===== config.mk =====
export PLATFORM = sky130hd
export DESIGN_NAME = touch_sensor_config_regs
export DESIGN_NICKNAME = d
export VERILOG_FILES = /design/src/touch_cfg_pkg.sv /design/src/touch_sensor_config_regs.sv
export SDC_FILE = /design/constraint.sdc
export NUM_CORES = 1
export LEC_CHECK = 0
export BUFFER_PORTS_ARGS = -buffer_cell sky130_fd_sc_hd__buf_2
export CORE_AREA = 2 2 144 146
export DETAILED_ROUTE_END_ITERATION = 8
export DIE_AREA = 0 0 146 148
export PLACE_DENSITY = 0.7
export SLEW_MARGIN = 20
export SYNTH_ARGS = -nofsm -noshare
export SYNTH_HDL_FRONTEND = slang
export SYNTH_SLANG_ARGS = --single-unit
export TNS_END_PERCENT = 10

===== constraint.sdc =====
create_clock -name clock -period 7.8 [get_ports clock]
set_input_delay 1.56 -clock clock [delete_from_list [all_inputs] [get_ports clock]]
set_output_delay 1.56 -clock clock [all_outputs]
set_load 0.05 [all_outputs]

===== src/touch_cfg_pkg.sv =====
// Purpose: Shared constants and carriers for the touch sensor configuration register bank
// Assumes: 16-bit registers addressed by an 8-bit word address
// Notes:   Decoded fields travel to the sensing core as packed structs
package touch_cfg_pkg;

   // Register addresses
   localparam logic [7:0] ADDR_LP_SETUP     = 8'h36;
   localparam logic [7:0] ADDR_LP_TX_SELECT = 8'h37;
   localparam logic [7:0] ADDR_TP_CONV_FREQ = 8'h3D;
   localparam logic [7:0] ADDR_LP_CONV_FREQ = 8'h3E;
   localparam logic [7:0] ADDR_TP_HW        = 8'h3F;
   localparam logic [7:0] ADDR_LP_HW        = 8'h40;
   localparam logic [7:0] ADDR_TP_SETTINGS  = 8'h41;

   // Writable bit masks; everything else reads as zero
   localparam logic [15:0] MASK_LP_SETUP     = 16'h03FF;
   localparam logic [15:0] MASK_LP_TX_SELECT = 16'h1FFF;
   localparam logic [15:0] MASK_CONV_FREQ    = 16'hFFFF;
   localparam logic [15:0] MASK_HW           = 16'hFFFF;
   localparam logic [15:0] MASK_TP_SETTINGS  = 16'hFF3F;

   // Reset values
   localparam logic [15:0] RST_LP_SETUP     = 16'h0000;
   localparam logic [15:0] RST_LP_TX_SELECT = 16'h0000;
   localparam logic [15:0] RST_CONV_FREQ    = 16'h7F01;
   localparam logic [15:0] RST_HW           = 16'h0000;
   localparam logic [15:0] RST_TP_SETTINGS  = 16'h0000;

   // Field positions
   localparam int LP_COUNT_FILTER_BIT = 9;
   localparam int LP_SENSE_METHOD_BIT = 8;
   localparam int HW_NOISE_STATIC_BIT = 15;
   localparam int HW_DISCHARGE_BIT    = 14;
   localparam int HW_RF_FILTER_BIT    = 13;
   localparam int HW_POOL_CAP_BIT     = 12;
   localparam int TP_MAV_BIT          = 5;
   localparam int TP_FIXED_DAMP_BIT   = 4;
   localparam int TP_IIR_BIT          = 3;
   localparam int TP_SWAP_BIT         = 2;
   localparam int TP_FLIP_Y_BIT       = 1;
   localparam int TP_FLIP_X_BIT       = 0;

   // Count limits by code
   localparam logic [14:0] COUNT_LIMIT_0 = 15'h03FF;
   localparam logic [14:0] COUNT_LIMIT_1 = 15'h07FF;
   localparam logic [14:0] COUNT_LIMIT_2 = 15'h0FFF;
   localparam logic [14:0] COUNT_LIMIT_3 = 15'h4000;

   // Initial delay cycles by code
   localparam logic [6:0] INIT_DELAY_0 = 7'h04;
   localparam logic [6:0] INIT_DELAY_1 = 7'h10;
   localparam logic [6:0] INIT_DELAY_2 = 7'h20;
   localparam logic [6:0] INIT_DELAY_3 = 7'h40;

   // Auto-proximity cycle base; code n gives base shifted left by n
   localparam logic [5:0] AUTOPROX_BASE = 6'h04;

   typedef enum logic {
      SENSE_SELF,
      SENSE_PROJECTED
   } sense_method_t;

   typedef struct packed {
      logic          count_filter_en;
      sense_method_t sense_method;
      logic [7:0]    rx_enable;
      logic [12:0]   tx_enable;
   } lowpower_channel_cfg_t;

   typedef struct packed {
      logic [7:0] fraction;
      logic [7:0] period;
   } conv_freq_t;

   typedef struct packed {
      logic        noise_mode_static;
      logic        sample_cap_discharge_level;
      logic        rf_filter_en;
      logic        pool_cap_large;
      logic [1:0]  opamp_bias;
      logic [14:0] count_limit;
      logic        deep_sleep_autoprox_en;
      logic [5:0]  deep_sleep_autoprox_cycles;
      logic        light_sleep_autoprox_en;
      logic [5:0]  light_sleep_autoprox_cycles;
      logic [6:0]  init_delay_cycles;
   } hw_cfg_t;

   typedef struct packed {
      logic [7:0] total_rx;
      logic       moving_average_filter;
      logic       fixed_damping_select;
      logic       iir_filter_en;
      logic       axis_swap;
      logic       flip_y;
      logic       flip_x;
   } trackpad_cfg_t;

endpackage


===== src/touch_sensor_config_regs.sv =====
// Purpose: Configuration register bank of the capacitive trackpad controller
// Assumes: Host reaches registers through a simple word-addressed port, one clock
// Notes:   Reads are registered; decoded settings go to the sensing core
//
// Operation
// - Count filter bit filters low-power channel count
// - Method bit selects self or projected sensing
// - Eight receive enables include electrodes in channel
// - Thirteen transmit enables; top three bits unused
// - Upper byte holds frequency fraction
// - Lower byte holds conversion period
// - Noise mode static bit enables feature
// - Discharge bit selects 0V or 0.5V
// - Filter bit enables internal RF filters
// - Pool capacitor bit picks 40pF or 80pF
// - Two-bit code selects conversion count limit
// - Deep sleep autoprox cycles; top bit disables
// - Light sleep autoprox cycles; top bit disables
// - Two-bit code selects initial delay cycles
// - Trackpad upper byte gives receive total
// - Moving average filter bit on position
// - Static bit fixes damping, else dynamic
// - Recursive filter applies only while enabled
// - Swap bit exchanges receive and transmit axes
// - Flip bits invert reported X and Y
// - Fraction 127 period table gives frequencies
`timescale 1ns/1ps
module touch_sensor_config_regs (
   input  wire logic                                  clock,
   input  wire logic                                  rst,
   input  wire logic                                  reg_write,
   input  wire logic                                  reg_read,
   input  wire logic [7:0]                            reg_addr,
   input  wire logic [15:0]                           reg_wdata,
   output logic      [15:0]                           reg_rdata,
   output logic                                       reg_rvalid,
   output touch_cfg_pkg::lowpower_channel_cfg_t       lowpower_cfg,
   output touch_cfg_pkg::conv_freq_t                  trackpad_conv_freq,
   output touch_cfg_pkg::conv_freq_t                  lowpower_conv_freq,
   output touch_cfg_pkg::hw_cfg_t                     trackpad_hw_cfg,
   output touch_cfg_pkg::hw_cfg_t                     lowpower_hw_cfg,
   output touch_cfg_pkg::trackpad_cfg_t               trackpad_cfg
);

   logic [15:0] lowpower_channel_setup;
   logic [15:0] lowpower_channel_tx_select;
   logic [15:0] trackpad_conversion_frequency;
   logic [15:0] lowpower_conversion_frequency;
   logic [15:0] trackpad_hardware_settings;
   logic [15:0] lowpower_hardware_settings;
   logic [15:0] trackpad_settings;
   logic [15:0] next_rdata;

   // Count limit per code
   function automatic logic [14:0] count_limit_of(input logic [1:0] code);
      case (code)
         2'h0:    count_limit_of = touch_cfg_pkg::COUNT_LIMIT_0;
         2'h1:    count_limit_of = touch_cfg_pkg::COUNT_LIMIT_1;
         2'h2:    count_limit_of = touch_cfg_pkg::COUNT_LIMIT_2;
         default: count_limit_of = touch_cfg_pkg::COUNT_LIMIT_3;
      endcase
   endfunction

   // Initial delay per code
   function automatic logic [6:0] init_delay_of(input logic [1:0] code);
      case (code)
         2'h0:    init_delay_of = touch_cfg_pkg::INIT_DELAY_0;
         2'h1:    init_delay_of = touch_cfg_pkg::INIT_DELAY_1;
         2'h2:    init_delay_of = touch_cfg_pkg::INIT_DELAY_2;
         default: init_delay_of = touch_cfg_pkg::INIT_DELAY_3;
      endcase
   endfunction

   // Decode one hardware settings word; shared by trackpad and low-power copies
   function automatic touch_cfg_pkg::hw_cfg_t decode_hw(input logic [15:0] r);
      touch_cfg_pkg::hw_cfg_t h;
      h.noise_mode_static          = r[touch_cfg_pkg::HW_NOISE_STATIC_BIT];
      h.sample_cap_discharge_level = r[touch_cfg_pkg::HW_DISCHARGE_BIT];
      h.rf_filter_en               = r[touch_cfg_pkg::HW_RF_FILTER_BIT];
      h.pool_cap_large             = r[touch_cfg_pkg::HW_POOL_CAP_BIT];
      h.opamp_bias                 = r[11:10];
      h.count_limit                = count_limit_of(r[9:8]);
      // Top code bit disables; cycles still reported as zero then
      h.deep_sleep_autoprox_en     = ~r[7];
      h.deep_sleep_autoprox_cycles = r[7] ? 6'h00 : 6'(touch_cfg_pkg::AUTOPROX_BASE << r[6:5]);
      h.light_sleep_autoprox_en    = ~r[4];
      h.light_sleep_autoprox_cycles = r[4] ? 6'h00 : 6'(touch_cfg_pkg::AUTOPROX_BASE << r[3:2]);
      h.init_delay_cycles          = init_delay_of(r[1:0]);
      return h;
   endfunction

   // Host writes; unused bits masked so they never store
   always_ff @(posedge clock or posedge rst) begin
      if (rst) begin
         lowpower_channel_setup        <= touch_cfg_pkg::RST_LP_SETUP;
         lowpower_channel_tx_select    <= touch_cfg_pkg::RST_LP_TX_SELECT;
         trackpad_conversion_frequency <= touch_cfg_pkg::RST_CONV_FREQ;
         lowpower_conversion_frequency <= touch_cfg_pkg::RST_CONV_FREQ;
         trackpad_hardware_settings    <= touch_cfg_pkg::RST_HW;
         lowpower_hardware_settings    <= touch_cfg_pkg::RST_HW;
         trackpad_settings             <= touch_cfg_pkg::RST_TP_SETTINGS;
      end else if (reg_write) begin
         if (reg_addr == touch_cfg_pkg::ADDR_LP_SETUP) begin
            lowpower_channel_setup <= reg_wdata & touch_cfg_pkg::MASK_LP_SETUP;
         end else if (reg_addr == touch_cfg_pkg::ADDR_LP_TX_SELECT) begin
            lowpower_channel_tx_select <= reg_wdata & touch_cfg_pkg::MASK_LP_TX_SELECT;
         end else if (reg_addr == touch_cfg_pkg::ADDR_TP_CONV_FREQ) begin
            trackpad_conversion_frequency <= reg_wdata & touch_cfg_pkg::MASK_CONV_FREQ;
         end else if (reg_addr == touch_cfg_pkg::ADDR_LP_CONV_FREQ) begin
            lowpower_conversion_frequency <= reg_wdata & touch_cfg_pkg::MASK_CONV_FREQ;
         end else if (reg_addr == touch_cfg_pkg::ADDR_TP_HW) begin
            trackpad_hardware_settings <= reg_wdata & touch_cfg_pkg::MASK_HW;
         end else if (reg_addr == touch_cfg_pkg::ADDR_LP_HW) begin
            lowpower_hardware_settings <= reg_wdata & touch_cfg_pkg::MASK_HW;
         end else if (reg_addr == touch_cfg_pkg::ADDR_TP_SETTINGS) begin
            trackpad_settings <= reg_wdata & touch_cfg_pkg::MASK_TP_SETTINGS;
         end
      end
   end

   // Read mux; unmapped addresses read as zero
   always_comb begin
      if (reg_addr == touch_cfg_pkg::ADDR_LP_SETUP) begin
         next_rdata = lowpower_channel_setup;
      end else if (reg_addr == touch_cfg_pkg::ADDR_LP_TX_SELECT) begin
         next_rdata = lowpower_channel_tx_select;
      end else if (reg_addr == touch_cfg_pkg::ADDR_TP_CONV_FREQ) begin
         next_rdata = trackpad_conversion_frequency;
      end else if (reg_addr == touch_cfg_pkg::ADDR_LP_CONV_FREQ) begin
         next_rdata = lowpower_conversion_frequency;
      end else if (reg_addr == touch_cfg_pkg::ADDR_TP_HW) begin
         next_rdata = trackpad_hardware_settings;
      end else if (reg_addr == touch_cfg_pkg::ADDR_LP_HW) begin
         next_rdata = lowpower_hardware_settings;
      end else if (reg_addr == touch_cfg_pkg::ADDR_TP_SETTINGS) begin
         next_rdata = trackpad_settings;
      end else begin
         next_rdata = 16'h0000;
      end
   end

   // Registered read answer, one cycle after the strobe
   always_ff @(posedge clock or posedge rst) begin
      if (rst) begin
         reg_rdata  <= 16'h0000;
         reg_rvalid <= 1'b0;
      end else begin
         reg_rvalid <= reg_read;
         if (reg_read) begin
            reg_rdata <= next_rdata;
         end
      end
   end

   // Decoded settings registered so the core sees glitch-free fields
   always_ff @(posedge clock or posedge rst) begin
      if (rst) begin
         lowpower_cfg       <= '0;
         trackpad_conv_freq <= '0;
         lowpower_conv_freq <= '0;
         trackpad_hw_cfg    <= '0;
         lowpower_hw_cfg    <= '0;
         trackpad_cfg       <= '0;
      end else begin
         lowpower_cfg.count_filter_en <=
            lowpower_channel_setup[touch_cfg_pkg::LP_COUNT_FILTER_BIT];
         lowpower_cfg.sense_method <= touch_cfg_pkg::sense_method_t'(
            lowpower_channel_setup[touch_cfg_pkg::LP_SENSE_METHOD_BIT]);
         lowpower_cfg.rx_enable <= lowpower_channel_setup[7:0];
         lowpower_cfg.tx_enable <= lowpower_channel_tx_select[12:0];
         // Values are passed as stored; software computes them from the clock
         trackpad_conv_freq.fraction <= trackpad_conversion_frequency[15:8];
         trackpad_conv_freq.period   <= trackpad_conversion_frequency[7:0];
         lowpower_conv_freq.fraction <= lowpower_conversion_frequency[15:8];
         lowpower_conv_freq.period   <= lowpower_conversion_frequency[7:0];
         trackpad_hw_cfg <= decode_hw(trackpad_hardware_settings);
         lowpower_hw_cfg <= decode_hw(lowpower_hardware_settings);
         trackpad_cfg.total_rx              <= trackpad_settings[15:8];
         trackpad_cfg.moving_average_filter <= trackpad_settings[touch_cfg_pkg::TP_MAV_BIT];
         trackpad_cfg.fixed_damping_select  <=
            trackpad_settings[touch_cfg_pkg::TP_FIXED_DAMP_BIT];
         trackpad_cfg.iir_filter_en <= trackpad_settings[touch_cfg_pkg::TP_IIR_BIT];
         trackpad_cfg.axis_swap     <= trackpad_settings[touch_cfg_pkg::TP_SWAP_BIT];
         trackpad_cfg.flip_y        <= trackpad_settings[touch_cfg_pkg::TP_FLIP_Y_BIT];
         trackpad_cfg.flip_x        <= trackpad_settings[touch_cfg_pkg::TP_FLIP_X_BIT];
      end
   end

endmodule


==> results_dict.tcl <==
set metrics [dict create \
    run_status "complete, no violations" \
    power_leakage_nw 5.55 \
    post-cts-setup-buffers 0 \
    path_max_fanout 16 \
    rsz0062_at_grt "no" \
    hold_path_class "reg -> reg" \
    dieArea_um2 21600 \
    synth_largest_area_cell "dfrtp_1" \
    grt_usage 0.197 \
    crit_type "in -> reg" \
    io_buffer_count 179 \
    fin_crit_ps 3860 \
    max_slew_margin 0.305 \
    routedWlPerCell_um 19.6 \
    synth-edff-count 0 \
    syn_avg_cell_area_um2 14.1 \
    drive_above_1_share 0.428 \
    ys_async_sr_fraction 1.00 \
    cts_tree "yes" \
    firstDrtPassIters 6 \
    coreArea_um2 20000 \
    die_w_um 146 \
    cts_hold_buf 0 \
    critPathMaxStageDelay_ps 740 \
    cts_max_level 1 \
    fmax_mhz 259 \
    powerDensity_nw_per_um2 265 \
    path_cells "buf_2 -> nor4b_4 -> and3_1 -> nand2_1 -> mux2_2" \
    synth_cell_type_count 55 \
    clkLatencyLatePin_ps 500 \
    yosysWarnings 0 \
    grt_pass1_vias 5613 \
    clockBufferDepth 3 \
    synth_area_leaders "dfrtp_1, mux2_2, dfstp_2" \
    final_util 0.535 \
    areaGrowthSynthToFinish_pct 20.4 \
    endpoint "lowpower_hardware_settings[0]" \
    cp-startpoint "reg_addr[5]" \
    tns_ps 0 \
    via_count 5623 \
    start_util 0.444 \
    worst_slew_pin_slew_ps 1030 \
    ir_drop_v 0.000167 \
    cts_buffers 24 \
    cts_root_buffer "clkbuf_16" \
    clk_pin_slew_worst_paths_ps 60 \
    grt_pass1_wl_um 32900 \
    synthCells 632 \
    cp.required_ps 8180 \
    ant_nets 0 \
    critPathCaptureType "flip-flop" \
    ioPinCount 198 \
    report.final.setup_viol 0 \
    rr_worst_depth 5 \
    cts.repair.resized 0 \
    finClkSkew_ps 7.12 \
    synthTopCellsByCount "dfrtp_1, mux2_2, buf_4, nand2b_1" \
    fin_cells 1081 \
    die_y_um 148 \
    drc 0 \
    dp_cells 1038 \
    drt-initial-drc-count 378 \
    grt_max_degree 172 \
    synth_top_area_frac 0.615 \
    antenna_found_initial 2 \
    worst_ep_arrival_time_ps 4240 \
    rows 52 \
    viasPerCell 5.20 \
    synth.cell_area_um2 8910 \
    r2r_end "reg_rdata[10]" \
    yosysMostFrequentCell "dfrtp_1" \
    place_congestion 0.828 \
    ys.flop_type "dfrtp_1" \
    finalPower_mw 2.84 \
    routed_wl_um 21200 \
    reg2reg_slack_ps 6340 \
    ys_ff_latch 235 \
    ys_seq_area_frac 0.663 \
    grt-ovfl-total 0 \
    finalHoldViolCount 0 \
    period_share 0.495 \
    start_kind "input port" \
    dp_hpwl_um 13700 \
    max-cap-violations 0 \
    report.final.slew_viol_count 0 \
    crit_slowest_cell "nor4b_4" \
    clkSinkCount 235 \
    fin_nets 826 \
    regToRegStartpoint "trackpad_settings[10]" \
]
-- sequential cells by signal (all words and copies together), names as in the netlist, 16 cells and up --
register                       flops
lowpower_hw_cfg                   24
trackpad_hw_cfg                   24
lowpower_cfg                      23
lowpower_conv_freq                16
lowpower_conversion_frequency     16
lowpower_hardware_settings        16
reg_rdata                         16
trackpad_conv_freq                16
trackpad_conversion_frequency     16
trackpad_hardware_settings        16
-- worst min-delay path by stage --
| stage | from | to | slack (ps) | depth (start not counted) |
|---|---|---|---|---|
| 3_3_place_gp | lowpower_channel_tx_select[0] | lowpower_cfg[0] | 360 | 0 |
| 6_report | lowpower_channel_tx_select[6] | lowpower_cfg[6] | 380 | 0 |
| 2_1_floorplan | lowpower_channel_tx_select[0] | lowpower_cfg[0] | 350 | 0 |
| 5_1_grt | lowpower_channel_tx_select[7] | lowpower_cfg[7] | 400 | 0 |
| 3_5_place_dp | lowpower_channel_tx_select[0] | lowpower_cfg[0] | 370 | 0 |
| 4_1_cts | lowpower_channel_tx_select[0] | lowpower_cfg[0] | 380 | 0 |
-- per-layer routing --
layer / vias up / routed length [um] / GRT usage / part of all wire
met2: 267 / 9420 / 0.293 / 0.44
li1: 2494 / - / - / -
met3: 37 / 1780 / 0.0373 / 0.084
met1: 2823 / 9570 / 0.299 / 0.45
met4: 2 / 422 / 0.0515 / 0.020
met5: - / 13 / 0 / 0.00061
-- power by group --
group          internal (mW)  switching, mW  total, mW
registers               1.28         0.0377       1.32
clock network          0.786          0.451       1.24
logic                 0.0633          0.223      0.286
total                   2.13          0.711       2.84
-- area by class of cell --
| class | count | area, um2 |
|---|---|---|
| Sequential cell | 235 | 5900 |
| Inverter | 22 | 86.3 |
| Multi-Input combinational cell | 330 | 2600 |
| Clock buffer | 32 | 692 |
| Clock inverter | 10 | 180 |
| Tap cell | 270 | 338 |
| Fill cell | 1708 | 9320 |
| Timing Repair Buffer | 181 | 923 |
| Antenna cell | 1 | 2.50 |
-- cell usage in the layout, fill, tap and decap left out, drive strengths merged, types with 15 or more instances in the layout --
cell type and instances:
nor2 17, nand3 15, mux2 99, nand2b 23
dfstp 16, clkbuf 32, nand2 23, buf 181
conb 18, o21ai 16, inv 20, dfrtp 219
-- cell families after synthesis --
| logic type | after synthesis | synth area share |
|---|---|---|
| DFF | 235 | 0.663 |
| and+or+nand+nor | 122 | 0.0827 |
| muxes | 99 | 0.125 |
| AOI/OAI and AO/OA | 86 | 0.0673 |
| buffers and inverters | 84 | 0.0552 |
| adders and majority gates | 4 | 0.00562 |
| other | 1 | 0.000421 |
| xor gates and xnor gates | 1 | 0.000984 |
-- stage by stage --
stage          worst slack, ps  hold WS [ps]  instance area, um2
2_1_floorplan             3180           354                8970
3_3_place_gp              3590           362                9850
3_5_place_dp              3440           367                9850
4_1_cts                   3960           381               10700
5_1_grt                   3870           396               10700
6_report                  3940           375               10700
-- critical path, delay by kind of cell --
family / cells / cell delay, ps
simple gates: 3 / 2020
buf+inv: 1 / 140
mux: 1 / 500
(Power assumes the default switching activity.)
